==> src/usb_ep_sel_pkg.sv <==
// Package: SFR addresses, field positions and reset values for endpoint status/select
package usb_ep_sel_pkg;
	localparam logic [7:0] ADDR_EP0_STATUS  = 8'hED;
	localparam logic [7:0] ADDR_EP_SELECT   = 8'hEF;
	localparam logic [7:0] ADDR_EP_CONTROL  = 8'hF1;
	localparam logic [7:0] RST_EP0_STATUS   = 8'h00;
	localparam logic [7:0] RST_EP_SELECT    = 8'h00;
	localparam logic [3:0] RST_EP_CONTROL   = 4'h8;
	localparam int         BIT_RX_TOGGLE    = 3;
	localparam int         BIT_SETUP        = 2;
	localparam int         BIT_IN           = 1;
	localparam int         BIT_OUT          = 0;
	localparam int         BIT_DIR          = 7;
	localparam int         EP_FIELD_MSB     = 2;
	localparam int         NUM_EP           = 5;
	localparam int         NUM_SLOTS        = 10;
	localparam int         SLOT_W           = 4;
	localparam int         CTRL_W           = 4;
	localparam logic [1:0] TOKEN_OUT        = 2'h0;
	localparam logic [1:0] TOKEN_IN         = 2'h1;
	localparam logic [1:0] TOKEN_SETUP      = 2'h3;
endpackage

==> src/usb_ep_select.sv <==
// Endpoint-zero token status, endpoint select and per-endpoint control access
`timescale 1ns/1ps
module usb_ep_select
	import usb_ep_sel_pkg::*;
(
	input  wire logic       clk_sys,
	input  wire logic       rst_b,
	input  wire logic [7:0] sfr_addr,
	input  wire logic       sfr_wr,
	input  wire logic       sfr_rd,
	input  wire logic [7:0] sfr_wdata,
	output logic      [7:0] sfr_rdata,
	input  wire logic       usb_function_enable,
	input  wire logic       fifo_visible,
	input  wire logic       tok_valid,
	input  wire logic [1:0] tok_type,
	input  wire logic [2:0] tok_ep,
	input  wire logic       data_valid,
	input  wire logic       data_toggle,
	input  wire logic       sie_ctrl_we,
	input  wire logic [3:0] sie_ctrl_slot,
	input  wire logic [3:0] sie_ctrl_wdata,
	output logic            fifo_window_en,
	output logic      [2:0] fifo_ep,
	output logic            fifo_dir_out,
	output logic            sie_active
);
	// ------------------------------------------------------------
	// Reset release
	// ------------------------------------------------------------
	logic rst_s1_q;
	logic rst_n_q;

	// Two-stage release of the asynchronous reset
	always_ff @(posedge clk_sys or negedge rst_b) begin
		if (!rst_b) begin
			rst_s1_q <= 1'b0;
			rst_n_q  <= 1'b0;
		end else begin
			rst_s1_q <= 1'b1;
			rst_n_q  <= rst_s1_q;
		end
	end

	// ------------------------------------------------------------
	// Helpers
	// ------------------------------------------------------------
	// Slot index for an endpoint/direction; invalid endpoints map past the end
	function automatic logic [SLOT_W-1:0] slot_of(input logic [2:0] ep, input logic dir);
		slot_of = (32'(ep) < NUM_EP) ? SLOT_W'({ep, dir}) : SLOT_W'(NUM_SLOTS);
	endfunction

	// ------------------------------------------------------------
	// Registers
	// ------------------------------------------------------------
	logic       rx_toggle_q, rx_toggle_d;
	logic       setup_q, setup_d;
	logic       in_q,    in_d;
	logic       out_q,   out_d;
	logic       dir_q,   dir_d;
	logic [2:0] ep_q,    ep_d;
	logic       en_prev_q;
	logic [7:0] rdata_d;
	logic       win_d;
	logic       ep0_tok;
	logic       en_rise;
	logic       sel_valid;
	logic [3:0] ctrl_rdata;
	logic       ctrl_we;
	logic [SLOT_W-1:0] ctrl_waddr;
	logic [CTRL_W-1:0] ctrl_wdata;

	assign sel_valid = (32'(ep_q) < NUM_EP);
	assign ep0_tok   = tok_valid && usb_function_enable && (tok_ep == 3'h0);
	assign en_rise   = usb_function_enable && !en_prev_q;

	// Status and select next values
	always_comb begin
		rx_toggle_d = rx_toggle_q;
		setup_d = setup_q;
		in_d    = in_q;
		out_d   = out_q;
		dir_d   = dir_q;
		ep_d    = ep_q;
		if (sfr_wr && sfr_addr == ADDR_EP0_STATUS) begin
			setup_d = sfr_wdata[BIT_SETUP];
		end
		if (sfr_wr && sfr_addr == ADDR_EP_SELECT) begin
			dir_d = sfr_wdata[BIT_DIR];
			ep_d  = sfr_wdata[EP_FIELD_MSB:0];
		end
		if (en_rise) begin
			rx_toggle_d = 1'b0;
			in_d   = 1'b0;
			out_d  = 1'b0;
		end
		if (data_valid && usb_function_enable) begin
			rx_toggle_d = data_toggle;
		end
		if (ep0_tok) begin
			unique case (tok_type)
				TOKEN_SETUP: begin
					setup_d = 1'b1;
					in_d    = 1'b0;
					out_d   = 1'b0;
				end
				TOKEN_IN: begin
					in_d  = 1'b1;
					out_d = 1'b0;
				end
				TOKEN_OUT: begin
					out_d = 1'b1;
					in_d  = 1'b0;
				end
				default: begin
				end
			endcase
		end
	end

	// Status and select storage
	always_ff @(posedge clk_sys or negedge rst_n_q) begin
		if (!rst_n_q) begin
			rx_toggle_q <= RST_EP0_STATUS[BIT_RX_TOGGLE];
			setup_q   <= RST_EP0_STATUS[BIT_SETUP];
			in_q      <= RST_EP0_STATUS[BIT_IN];
			out_q     <= RST_EP0_STATUS[BIT_OUT];
			dir_q     <= RST_EP_SELECT[BIT_DIR];
			ep_q      <= RST_EP_SELECT[EP_FIELD_MSB:0];
			en_prev_q <= 1'b0;
		end else begin
			rx_toggle_q <= rx_toggle_d;
			setup_q   <= setup_d;
			in_q      <= in_d;
			out_q     <= out_d;
			dir_q     <= dir_d;
			ep_q      <= ep_d;
			en_prev_q <= usb_function_enable;
		end
	end

	// ------------------------------------------------------------
	// Per-endpoint control store
	// ------------------------------------------------------------
	// CPU write wins over any engine update in the same cycle, even one to another slot; that engine update is lost
	always_comb begin
		ctrl_we    = 1'b0;
		ctrl_waddr = sie_ctrl_slot;
		ctrl_wdata = sie_ctrl_wdata;
		if (sfr_wr && sfr_addr == ADDR_EP_CONTROL && sel_valid) begin
			ctrl_we    = 1'b1;
			ctrl_waddr = slot_of(ep_q, dir_q);
			ctrl_wdata = sfr_wdata[CTRL_W-1:0];
		end else if (sie_ctrl_we) begin
			ctrl_we = 1'b1;
		end
	end

	ep_ctrl_mem #(
		.DEPTH (NUM_SLOTS),
		.WIDTH (CTRL_W),
		.AW    (SLOT_W),
		.INIT  (RST_EP_CONTROL)
	) u_ctrl (
		.clk   (clk_sys),
		.rst_n (rst_n_q),
		.we    (ctrl_we),
		.waddr (ctrl_waddr),
		.wdata (ctrl_wdata),
		.raddr (slot_of(ep_d, dir_d)),
		.rdata (ctrl_rdata)
	);

	// ------------------------------------------------------------
	// Read mux and outputs
	// ------------------------------------------------------------
	// Registered read data; reserved bits read zero
	always_comb begin
		rdata_d = 8'h00;
		if (sfr_rd) begin
			unique case (sfr_addr)
				ADDR_EP0_STATUS: rdata_d = {4'h0, rx_toggle_q, setup_q, in_q, out_q};
				ADDR_EP_SELECT:  rdata_d = {dir_q, 4'h0, ep_q};
				ADDR_EP_CONTROL: rdata_d = sel_valid ? {4'h0, ctrl_rdata} : 8'h00;
				default:         rdata_d = 8'h00;
			endcase
		end
		win_d = fifo_visible && (32'(ep_d) < NUM_EP);
	end

	always_ff @(posedge clk_sys or negedge rst_n_q) begin
		if (!rst_n_q) begin
			sfr_rdata      <= 8'h00;
			fifo_window_en <= 1'b0;
			fifo_ep        <= 3'h0;
			fifo_dir_out   <= 1'b0;
			sie_active     <= 1'b0;
		end else begin
			sfr_rdata      <= rdata_d;
			fifo_window_en <= win_d;
			fifo_ep        <= ep_d;
			fifo_dir_out   <= dir_d;
			sie_active     <= usb_function_enable;
		end
	end

	// ------------------------------------------------------------
	// Checks
	// ------------------------------------------------------------
	a_setup_sets: assert property (@(posedge clk_sys) disable iff (!rst_n_q)
		(ep0_tok && tok_type == TOKEN_SETUP) |=> setup_q)
		else $error("setup bit not set");
	a_setup_holds: assert property (@(posedge clk_sys) disable iff (!rst_n_q)
		(setup_q && !(sfr_wr && sfr_addr == ADDR_EP0_STATUS)) |=> setup_q)
		else $error("setup bit dropped");
	a_in_token: assert property (@(posedge clk_sys) disable iff (!rst_n_q)
		(ep0_tok && tok_type == TOKEN_IN) |=> (in_q && !out_q))
		else $error("in bit wrong");
	a_out_token: assert property (@(posedge clk_sys) disable iff (!rst_n_q)
		(ep0_tok && tok_type == TOKEN_OUT) |=> (out_q && !in_q))
		else $error("out bit wrong");
	a_toggle_seen: assert property (@(posedge clk_sys) disable iff (!rst_n_q)
		(data_valid && usb_function_enable) |=> (rx_toggle_q == $past(data_toggle)))
		else $error("toggle bit wrong");
	a_reenable_clear: assert property (@(posedge clk_sys) disable iff (!rst_n_q)
		(en_rise && !ep0_tok && !data_valid) |=> (!rx_toggle_q && !in_q && !out_q))
		else $error("re-enable did not clear");
	a_disabled_ignore: assert property (@(posedge clk_sys) disable iff (!rst_n_q)
		(!usb_function_enable && !en_rise && !(sfr_wr && sfr_addr == ADDR_EP0_STATUS))
		|=> $stable({setup_q, in_q, out_q}))
		else $error("token taken while disabled");
	a_window_gate: assert property (@(posedge clk_sys) disable iff (!rst_n_q)
		fifo_window_en |-> ($past(fifo_visible) && fifo_ep < 3'h5))
		else $error("window open when hidden");
	a_status_resvd: assert property (@(posedge clk_sys) disable iff (!rst_n_q)
		($past(sfr_rd) && $past(sfr_addr) == ADDR_EP0_STATUS) |-> (sfr_rdata[7:4] == 4'h0))
		else $error("reserved bits nonzero");
endmodule

==> src/ep_ctrl_mem.sv <==
// Small register memory holding one control nibble per endpoint and direction
`timescale 1ns/1ps
module ep_ctrl_mem #(
	parameter int DEPTH = 10,
	parameter int WIDTH = 4,
	parameter int AW    = 4,
	parameter logic [WIDTH-1:0] INIT = '0
) (
	input  wire logic             clk,
	input  wire logic             rst_n,
	input  wire logic             we,
	input  wire logic [AW-1:0]    waddr,
	input  wire logic [WIDTH-1:0] wdata,
	input  wire logic [AW-1:0]    raddr,
	output logic      [WIDTH-1:0] rdata
);
	logic [WIDTH-1:0] mem_q [DEPTH];
	logic [WIDTH-1:0] rdata_d;

	// Read path, registered; a write to the read slot passes through so the next read is fresh
	always_comb begin
		if (32'(raddr) >= DEPTH) begin
			rdata_d = '0;
		end else if (we && (waddr == raddr)) begin
			rdata_d = wdata;
		end else begin
			rdata_d = mem_q[raddr];
		end
	end

	// Storage and read register
	always_ff @(posedge clk or negedge rst_n) begin
		if (!rst_n) begin
			for (int i = 0; i < DEPTH; i++) begin
				mem_q[i] <= INIT;
			end
			rdata <= '0;
		end else begin
			if (we && (32'(waddr) < DEPTH)) begin
				mem_q[waddr] <= wdata;
			end
			rdata <= rdata_d;
		end
	end
endmodule

==> config.mk <==
export PLATFORM = sky130hd
export DESIGN_NAME = usb_ep_select
export DESIGN_NICKNAME = d
export VERILOG_FILES = /design/src/usb_ep_sel_pkg.sv /design/src/usb_ep_select.sv /design/src/ep_ctrl_mem.sv
export SDC_FILE = /design/constraint.sdc
export NUM_CORES = 1
export LEC_CHECK = 0
export BUFFER_PORTS_ARGS = -buffer_cell sky130_fd_sc_hd__buf_2
export CAP_MARGIN = 10
export CORE_AREA = 2 2 85 87
export CTS_CLUSTER_DIAMETER = 40
export CTS_CLUSTER_SIZE = 10
export DETAILED_ROUTE_END_ITERATION = 12
export DIE_AREA = 0 0 87 89
export GPL_TIMING_DRIVEN = 0
export PLACE_DENSITY = 0.7
export RECOVER_POWER = 100
export SLEW_MARGIN = 20
export SYNTH_ARGS = -nofsm -noshare
export SYNTH_HDL_FRONTEND = slang
export SYNTH_SLANG_ARGS = --single-unit
==> constraint.sdc <==
create_clock -name clk_sys -period 4.2 [get_ports clk_sys]
set_clock_uncertainty 0.15 [all_clocks]
set_input_delay 0.42 -clock clk_sys [delete_from_list [all_inputs] [get_ports clk_sys]]
set_output_delay 0.42 -clock clk_sys [all_outputs]
set_load 0.05 [all_outputs]
==> results of run 1 <==
## worst reg2reg max path, delay by kind of cell (launching register included)
| kind | cells | cell delay (ns) |
|---|---|---|
| simple gates | 3 | 0.88 |
| flops | 1 | 0.38 |
| mux | 2 | 0.72 |
| buf+inv | 2 | 0.59 |
| compound gates | 1 | 0.49 |
## registers in the layout, indices dropped and copies added, names as in the netlist
| signal | flops |
|---|---|
| u_ctrl.rdata | 4 |
| u_ctrl.mem_q | 40 |
| in_q | 1 |
| rst_n_q | 1 |
| setup_q | 1 |
| sie_active | 1 |
| fifo_dir_out | 1 |
| sfr_rdata | 5 |
| fifo_ep | 3 |
| rst_s1_q | 1 |
| fifo_window_en | 1 |
| out_q | 1 |
| rx_toggle_q | 1 |
## placed cells by master (no fill, tap or decap), types with 4 or more instances in the layout
cell and n:
mux2_2 44, inv_1 12, a31oi_1 4, a21oi_1 11
o211ai_1 8, nand3_1 8, nand2_1 24, o21ai_0 9
dfstp_2 10, nand2b_1 4, clkbuf_1 23, dfrtp_1 51
buf_2 33, conb_1 4, clkbuf_8 10, mux2_1 5
mux2i_1 27, nor2_1 20
## area by class of cell
type                    count  area, um2  area share [%]
plain buffers              13       70.1            1.86
flip-flops and latches     61       1540            40.8
well taps                  80        100            2.65
clock buffers              12        145            3.85
clock inverters             4       47.5            1.26
inverters                  12       45.0            1.19
multi-input cells         213       1610            42.6
repair buffers             46        218            5.77
## kinds of logic (layout without fill, tap and decap cells)
group | count (synthesis) | in the layout
AOI/OAI and AO/OA | 48 | 48
and+or+nand+nor | 82 | 82
DFF | 61 | 61
xor gates and xnor gates | 3 | 3
other | 2 | 4
buffers and inverters | 25 | 87
muxes | 76 | 76
## what timing repair did
action                                  CTS  global route
endpoints found under the setup margin    0             0
hold buffers                              1             0
hold endpoints to repair                  2             0
gates resized for setup                   0             0
buffers inserted                          0             0
## power by group through the flow
| stage | sequential [W] | clock, W | combinational [W] |
|---|---|---|---|
| global route | 0.000795 | 0.000552 | 0.000308 |
| finish | 0.000781 | 0.000516 | 0.000281 |
| floorplan | 0.000782 | 0 | 0.000199 |
| detailed placement | 0.000792 | 0 | 0.000286 |
| global placement | 0.000790 | 0 | 0.000270 |
| CTS | 0.000781 | 0.000529 | 0.000288 |
## metrics by stage
stage	setup slack, ns	cell area, um2	hold slack, ns	instances	util, %
6_report	0.856	3770	0.103	441	56.1
5_1_grt	0.655	3770	0.106	441	56.1
4_1_cts	1.41	3870	0.0748	441	57.6
3_5_place_dp	1.43	3660	0.0606	424	54.5
2_1_floorplan	1.61	3320	-0.0256	299	-
3_3_place_gp	1.39	3640	0.0544	423	54.2
## layer usage
| metal | GRT usage [%] | up-vias |
|---|---|---|
| li1 | - | 1182 |
| met1 | 27.4 | 1209 |
| met2 | 36.7 | 99 |
| met3 | 4.89 | 17 |
| met4 | 10.2 | 0 |
| met5 | 0 | - |
## worst max-delay path by stage
stage          depth (start not counted)                to  slack [ns]
2_1_floorplan                          8  u_ctrl.mem_q[20]        1.61
3_3_place_gp                           8   u_ctrl.rdata[2]        1.39
3_5_place_dp                           8   u_ctrl.mem_q[9]        1.43
4_1_cts                                8   u_ctrl.mem_q[9]        1.41
5_1_grt                                8   u_ctrl.mem_q[1]        0.65
6_report                               8  u_ctrl.mem_q[16]        0.86
==> results.txt, run 1 <==
outcome = finished with violations
failing checks = max-capacitance violations, max-slew violations
met2 routed WL = 3640 um
cell family with most CP delay = simple AND/OR/NAND/NOR gates
Fmax = 299 MHz
fraction of the mapped netlist area in adder cells = 0%
final setup violation count = 0
Hold Path Cell Cnt = 1
Reg power frac = 49.5%
area grow syn2layout = 13.9%
Post-DP HPWL = 5860 um
Hold Violations, Final = 0
Worst Hold End = sie_active
global route overflow = 0
share of cells above drive strength 1 = 30.5%
Clk pwr share = 32.7%
vias post-DR = 2507
Post-Syn Area = 3310 um2
DIE HEIGHT = 89 um
CTS tree = built
clock buffer depth = 2
die area = 7740 um2
largest area contributor in the netlist = dfrtp_1
arrival time worst endpoint = 3.42 ns
drt drc = 0
top post-synthesis cells by count = dfrtp_1 (51), mux2_2 (48), mux2i_1 (26)
top cell type's share of synthesized area = 38.5%
Max Slew Vio Count = 33
Synth Instances = 297
largest net degree at the start of global routing = 33
area share of and/or/nand/nor cells after synthesis = 14.0%
startpoint types = flip-flop
CORE AREA = 6720 um2
Register-to-Register Path Depth = 8
H-tree levels = 3
total clock buffers created by CTS = 9
Clock Latency Late Sink = 0.35 ns
P per Cell Area = 418 nW/um2
WL met3 = 647 um
Async SR Flop Fraction = 100%
Compound-Gate Fraction of Synth Area = 9.44%
final net count = 395
routability cong. = 0.894
count leader, synth = dfrtp_1
starting density of the core = 49.3%
Synth Register Bits = 61
slowest library cell on the worst path = o21ai_0
kind of end point of the critical path = flip-flop
Root Buffer = clkbuf_8
worst hold start = usb_function_enable
mux share of post-synthesis cell area = 25.3%
Die Wd = 87 um
most frequently used flop master after synthesis = dfrtp_1
synth unique cells = 53
max-cap violation count = 1
combinational power share = 17.8%
Psw = 0.000433 W
VDD IR max = 0.000248 V
reg2reg setup slack = 0.86 ns
RR Startpoint = fifo_ep[1]
Crit Path Class = flip-flop to flip-flop
Int Pwr = 0.00115 W
IO Count = 53
Critical Path Start = fifo_ep[1]
RSZ-0062 raised after global routing = no
DRT iter0 DRCs = 133
maximum fanout along the worst path = 10
post-layout minimum cycle time = 3.34 ns
ranking of synthesized cells by area = dfrtp_1 (39%), mux2_2 (16%), dfstp_2 (7.9%)
switching part of the total = 27.4%
Top Metal Used = met4
Final period util = 79.6%
Worst EP required = 4.28 ns
Post-synth EDFFs = 0
site row count = 30
Min-Delay Path Class = primary input to flip-flop
Ys Warns = 0
# fillers = 613
initial antenna violation count = 0
DR vias/cell = 5.68
final wirelength = 7870 um
vias in the first global route = 2529
worst-margin pin slew = 1.69 ns
Ant. Diodes = 0
All-Layer GR Usage = 22.0%
clock sinks = 61
Largest stage delay, worst path = 0.49 ns
met1 WL = 3390 um
drt first pass iters = 5
Avg Inst Size Synth = 11.2 um2
critical path's most frequent cell = clkbuf_1
drt wl/cell = 17.9 um
PnR Total Power = 0.00158 W
setup tns final = 0 ns
Post-Synth XOR/XNOR Area = 0.793%
largest family of logic cells by synthesized area = multiplexers
cell leakage power = 1.78 nW
RR Endpoint = u_ctrl.mem_q[16]
Port-buffer cells = 44
Final ANT Viol Nets = 0
crit-path cells = clkbuf_1, o21ai_0, nand4_1, clkbuf_1, mux2_1, nand2_1, nor2_1, mux2_2
CTS clk-pin slew, worst paths = 0.07 ns
WP buf/inv = 2
sequential share of the synthesized area = 46.5%
first-pass GRT wire length = 12700 um
Rel. slew slack = -12.6%
No activity file was read; power rests on OpenSTA's default activity.
==> run 2, diff against run 1 <==
--- a/config.mk
+++ b/config.mk
@@ -5,6 +5,7 @@
 export SDC_FILE = /design/constraint.sdc
 export NUM_CORES = 1
 export LEC_CHECK = 0
+export ABC_AREA = 1
 export BUFFER_PORTS_ARGS = -buffer_cell sky130_fd_sc_hd__buf_2
 export CAP_MARGIN = 10
 export CORE_AREA = 2 2 85 87
@@ -13,7 +14,7 @@
 export DETAILED_ROUTE_END_ITERATION = 12
 export DIE_AREA = 0 0 87 89
 export GPL_TIMING_DRIVEN = 0
-export PLACE_DENSITY = 0.7
+export PLACE_DENSITY = 0.71
 export RECOVER_POWER = 100
 export SLEW_MARGIN = 20
 export SYNTH_ARGS = -nofsm -noshare
==> constraint.sdc (replaced) <==
create_clock -name clk_sys -period 3.3 [get_ports clk_sys]
set_clock_uncertainty 0.15 [all_clocks]
set_input_delay 0.33 -clock clk_sys [delete_from_list [all_inputs] [get_ports clk_sys]]
set_output_delay 0.33 -clock clk_sys [all_outputs]
set_load 0.05 [all_outputs]
==> results.txt, run 2 <==
area grow syn2layout = 13.2%
drt drc = 0 (unchanged)
drt wl/cell = 14.5 um (-19%)
initial antenna violation count = 0 (unchanged)
post-CTS sizing = 0 (unchanged)
CTS tree = built
Area after DPL = 3710 um2 (+1.2%)
worst setup margin = 0.641 ns (-0.215 ns)
Top reg by flops = u_ctrl.mem_q
Clock Latency Late Sink = 0.35 ns (about the same)
vias post-DR = 2876 (+15%)
most frequently used flop master after synthesis = dfrtp_1
commonest non-fill, non-tap cells in the layout = nand2_1 (130), dfrtp_1 (51), nand3_1 (36)
global route overflow = 0 (unchanged)
Synth Instances = 408 (+37%)
VDD IR max = 0.000317 V (+28%)
Seq. cell area = 1540 um2 (unchanged)
drt first pass iters = 4 (-1)
ranking of synthesized cells by area = dfrtp_1 (38%), nand2_1 (14%), dfstp_2 (7.8%)
Ys Warns = 0 (unchanged)
vias in the first global route = 2753 (+8.9%)
commonest non-fill, non-tap cell in the layout = nand2_1
Hold Violations, Final = 0 (unchanged)
Post-DP HPWL = 5840 um (-0.37%)
pre-CTS setup slack = 0.713 ns (-0.718 ns)
maximum fanout along the worst path = 10 (unchanged)
setup tns final = 0 ns (unchanged)
largest area contributor in the netlist = dfrtp_1
DR vias/cell = 5.19 (-8.7%)
RSZ-0062 raised after global routing = no
Max Slew Vio Count = 0 (-100%)
Fmax = 376 MHz (+26%)
count leader, synth = nand2_1
# fillers = 664 (+8.3%)
Worst EP required = 3.36 ns (-0.92 ns)
Async SR Flop Fraction = 100% (unchanged)
max-cap violation count = 0 (-1)
reg2reg setup slack = 0.64 ns (-0.21 ns)
final wirelength = 8040 um (+2.2%)
PnR Total Power = 0.00196 W (+24%)
clock buffer depth = 2 (unchanged)
Final ANT Viol Nets = 0 (unchanged)
Crit Path Class = flip-flop to flip-flop
top post-synthesis cells by count = nand2_1 (124), dfrtp_1 (51), o21ai_1 (41)
cts hold-fix bufs = 2 (+1)
Final period util = 80.6% (+0.96 points)
CTS clk-pin slew, worst paths = 0.07 ns (about the same)
site row count = 30 (unchanged)
final setup violation count = 0 (unchanged)
Port-buffer cells = 45 (+2.3%)
Die Wd = 87 um (unchanged)
top cell type's share of synthesized area = 38.1% (-0.45 points)
starting density of the core = 49.9% (+0.58 points)
post-CTS setup buffers = 0 (unchanged)
kind of end point of the critical path = flip-flop
CORE AREA = 6720 um2 (unchanged)
Root Buffer = clkbuf_8
startpoint types = flip-flop
largest net degree at the start of global routing = 34 (+3.0%)
P per Cell Area = 516 nW/um2 (+23%)
post-route design area = 3790 um2 (+0.56%)
number of flip-flops in the largest register = 40 (unchanged)
DRT iter0 DRCs = 188 (+41%)
Synth Register Bits = 61 (unchanged)
arrival time worst endpoint = 2.72 ns (-0.70 ns)
final core utilization = 56.5% (+0.32 points)
IO Count = 53 (unchanged)
share of cells above drive strength 1 = 20.3% (-10 points)
area occupied by multi-input gates = 1510 um2 (-5.9%)
sequential share of the synthesized area = 45.9% (-0.54 points)
post-layout minimum cycle time = 2.66 ns (-0.685 ns)
Avg Inst Size Synth = 8.22 um2 (-26%)
DIE HEIGHT = 89 um (unchanged)
Min-Delay Path Class = primary input to flip-flop
Largest regs = u_ctrl.mem_q: 40 flops, sfr_rdata: 5 flops, u_ctrl.rdata: 4 flops
cell leakage power = 1.87 nW (+5.1%)
first-pass GRT wire length = 12900 um (+1.2%)
routability cong. = 0.888 (-0.65%)
worst-margin pin slew = 1.11 ns (-0.582 ns)
outcome = finished, final reports clean
Post-synth EDFFs = 0 (unchanged)
Post-Syn Area = 3350 um2 (+1.2%)
die area = 7740 um2 (unchanged)
Ant. Diodes = 0 (unchanged)
final net count = 508 (+29%)
clock sinks = 61 (unchanged)
synth unique cells = 42 (-21%)
Rel. slew slack = 26.3% (+39 points)
All-Layer GR Usage = 22.3% (+0.30 points)
H-tree levels = 3 (unchanged)
total clock buffers created by CTS = 9 (unchanged)
[run 2: changes by cell type after synthesis, sizes merged, moves of 6 or more]
cell    delta
nand2    +117
mux2      -49
o21ai     +38
nand3     +28
mux2i     -26
inv       +23
nor2      +14
nand2b     -6
o211ai     -6
[run 2: worst max-delay path, cell delays in order (launching register included)]
cell,delay (ns)
dfrtp_1,0.45
nand2_1,0.11
nand2_1,0.09
nor2_4,0.21
nand2_1,0.17
buf_6,0.18
nand2_1,0.10
nand2_4,0.09
nor2_1,0.47
nand2_1,0.31
nand2_1,0.11
o21ai_1,0.07
[run 2: cells by family after synthesis]
logic type / count (synthesis) / synth area share (%)
xor gates and xnor gates: 1 / 0.261
and+or+nand+nor: 225 / 34.5
muxes: 1 / 0.299
AOI/OAI and AO/OA: 68 / 12.2
other: 2 / 0.224
DFF: 61 / 45.9
buffers and inverters: 50 / 6.57
[run 2: layout make-up]
type	instances	share of cell area, %
Tap cell	80	2.64
Multi-Input combinational cell	299	39.9
Inverter	37	3.79
Sequential cell	61	40.6
Buffer	13	1.95
Timing Repair Buffer	48	6.56
Clock inverter	7	1.35
Clock buffer	9	3.27
[run 2: final timing paths]
kind / cells after the start / startpoint / to
setup / recovery: 11 / fifo_ep[2] / u_ctrl.mem_q[20]
max in group asynchronous: 1 / rst_n_q / u_ctrl.mem_q[19]
hold reg to reg: 0 / rst_s1_q / rst_n_q
hold / removal: 3 / sfr_rd / sfr_rdata[0]
min in group asynchronous: 2 / rst_b / rst_s1_q
setup reg to reg: 11 / fifo_ep[2] / u_ctrl.mem_q[20]
[run 2: per-layer routing]
layer	up-vias	share of wire (%)	track usage [%]
met3	16	7.1	4.06
met1	1320	44	28.0
met5	-	0	0
met4	0	2.6	14.3
li1	1438	-	-
met2	102	46	35.7
[run 2: where the power goes]
group          total (W)  internal [W]  switching [W]
sequential      0.000972      0.000898      0.0000741
combinational   0.000402      0.000149       0.000253
clock           0.000585      0.000272       0.000313
total            0.00196       0.00132       0.000641
[run 2: through the flow]
step	cells	hold slack, ns
2_1_floorplan	410	-0.116
4_1_cts	554	0.0575
3_5_place_dp	536	-0.0330
5_1_grt	554	0.0795
6_report	554	0.0676
3_3_place_gp	535	-0.0340
==> run 3, diff against run 2 <==
--- a/config.mk
+++ b/config.mk
@@ -14,7 +14,7 @@
 export DETAILED_ROUTE_END_ITERATION = 12
 export DIE_AREA = 0 0 87 89
 export GPL_TIMING_DRIVEN = 0
-export PLACE_DENSITY = 0.71
+export PLACE_DENSITY = 0.74
 export RECOVER_POWER = 100
 export SLEW_MARGIN = 20
 export SYNTH_ARGS = -nofsm -noshare
==> constraint.sdc (replaced) <==
create_clock -name clk_sys -period 2.3 [get_ports clk_sys]
set_clock_uncertainty 0.15 [all_clocks]
set_input_delay 0.23 -clock clk_sys [delete_from_list [all_inputs] [get_ports clk_sys]]
set_output_delay 0.23 -clock clk_sys [all_outputs]
set_load 0.05 [all_outputs]
==> results.txt, run 3 (same netlist as run 2, synthesis figures left out) <==
initial antenna violation count = 0 (unchanged)
Rel. slew slack = 15.6% (-11 points)
kind of end point of the critical path = flip-flop
final net count = 520 (+2.4%)
VDD IR max = 0.000348 V (+9.5%)
drt drc = 0 (unchanged)
max-cap violation count = 0 (unchanged)
Port-buffer cells = 45 (unchanged)
worst-margin pin slew = 1.27 ns (+0.159 ns)
Root Buffer = clkbuf_8
total clock buffers created by CTS = 9 (unchanged)
critical path's most frequent cell = nand2_2
die area = 7740 um2 (unchanged)
setup tns final = 0 ns (unchanged)
post-layout minimum cycle time = 2.23 ns (-0.434 ns)
area grow syn2layout = 20.6%
DRT iter0 DRCs = 177 (-5.9%)
Min-Delay Path Class = primary input to flip-flop
Largest stage delay, worst path = 0.48 ns (about the same)
site row count = 30 (unchanged)
final wirelength = 8220 um (+2.2%)
number of flip-flops in the largest register = 40 (unchanged)
Largest regs = u_ctrl.mem_q: 40 flops, sfr_rdata: 5 flops, u_ctrl.rdata: 4 flops
Die Wd = 87 um (unchanged)
Worst EP required = 2.35 ns (-1.01 ns)
CTS tree = built
DR vias/cell = 5.21 (+0.36%)
maximum fanout along the worst path = 10 (unchanged)
cell family with most CP delay = buffers and inverters
clock sinks = 61 (unchanged)
Top reg by flops = u_ctrl.mem_q
slowest library cell on the worst path = clkbuf_1
crit-path cells = nand2_2, nand2_2, nor2_4, nand2_4, buf_4, a21oi_1, clkbuf_1, o21ai_1
CTS clk-pin slew, worst paths = 0.07 ns (about the same)
Post-DP HPWL = 5700 um (-2.5%)
H-tree levels = 3 (unchanged)
CORE AREA = 6720 um2 (unchanged)
cell leakage power = 2.00 nW (+7.2%)
Final period util = 96.8% (+16 points)
Crit Path Class = flip-flop to flip-flop
Final ANT Viol Nets = 0 (unchanged)
starting density of the core = 49.9% (unchanged)
global route overflow = 0 (unchanged)
drt first pass iters = 4 (unchanged)
Max Slew Vio Count = 0 (unchanged)
routability cong. = 0.920 (+3.6%)
IO Count = 53 (unchanged)
outcome = finished, final reports clean
Area after DPL = 3690 um2 (-0.44%)
share of cells above drive strength 1 = 27.0% (+6.7 points)
All-Layer GR Usage = 22.5% (+0.13 points)
Fmax = 449 MHz (+20%)
commonest non-fill, non-tap cells in the layout = nand2_1 (119), dfrtp_1 (47), o21ai_1 (40)
commonest non-fill, non-tap cell in the layout = nand2_1
drt wl/cell = 14.5 um (about the same)
DIE HEIGHT = 89 um (unchanged)
Hold Violations, Final = 0 (unchanged)
Clock Latency Late Sink = 0.34 ns (about the same)
first-pass GRT wire length = 13200 um (+2.7%)
P per Cell Area = 710 nW/um2 (+37%)
arrival time worst endpoint = 2.28 ns (-0.44 ns)
clock buffer depth = 2 (unchanged)
vias post-DR = 2949 (+2.5%)
startpoint types = flip-flop
Ant. Diodes = 0 (unchanged)
largest net degree at the start of global routing = 60 (+76%)
vias in the first global route = 2757 (+0.15%)
WP buf/inv = 2 (+1)
RSZ-0062 raised after global routing = yes
final setup violation count = 0 (unchanged)
post-route design area = 4040 um2 (+6.5%)
==> run 3: worst paths after layout <==
kind	start	endpoint	cells past startpoint	slack, ns
min	data_toggle	rx_toggle_q	2	0.008
min in group asynchronous	rst_b	rst_s1_q	2	0.06
max reg2reg	fifo_ep[2]	u_ctrl.mem_q[30]	8	0.07
max in group asynchronous	rst_n_q	fifo_ep[1]	0	0.74
min reg2reg	rst_s1_q	rst_n_q	0	0.20
max	fifo_ep[2]	u_ctrl.mem_q[30]	8	0.07
==> run 3: worst reg2reg max path: cells and delay by family, from the launching register on <==
kind	cells	cell delay, ns
buffers and inverters	2	0.63
AND/OR/NAND/NOR	4	0.47
flip-flops	1	0.46
AO/OA/AOI/OAI	2	0.38
==> run 3: power by group <==
group,total (W),internal [W],switching (W)
logic,0.000604,0.000234,0.000370
registers,0.00141,0.00129,0.000118
clock network,0.000856,0.000444,0.000412
==> run 3: repair_timing <==
item,4_1_cts,5_1_grt
gates cloned,0,1
pin swaps,4,10
gates resized for setup,1,14
setup buffers,3,8
hold endpoints to repair,6,0
setup endpoints to repair,38,44
hold buffers,4,0
==> run 3: cell type report <==
| type | instances | area (um2) |
|---|---|---|
| clock inverter | 4 | 22.5 |
| sequential | 61 | 1540 |
| inverter | 37 | 148 |
| multi-input combinational | 300 | 1660 |
| timing repair buffer | 60 | 344 |
| tap | 80 | 100 |
| clock buffer | 12 | 155 |
| buffer | 12 | 65.1 |
| fill | 604 | 2680 |
==> run 3: routing by layer <==
metal  vias up  track usage (%)  share of wire, %
li1       1474                -                 -
met1      1356             27.7                43
met2       101             37.8                48
met3        18             4.71               6.4
met4         0             10.7               2.9
met5         -                0                 0
==> run 3: metrics by stage <==
step	total power, W	hold slack (ns)	setup slack (ns)	instances	util, %
3_5_place_dp	0.00199	-0.133	-0.178	535	55.0
2_1_floorplan	0.00182	-0.216	0.00141	410	-
4_1_cts	0.00286	0.00871	-0.000537	558	58.6
3_3_place_gp	0.00197	-0.135	-0.428	535	54.9
6_report	0.00287	0.00797	0.0746	566	60.1
5_1_grt	0.00303	0.00448	-0.0469	566	60.1
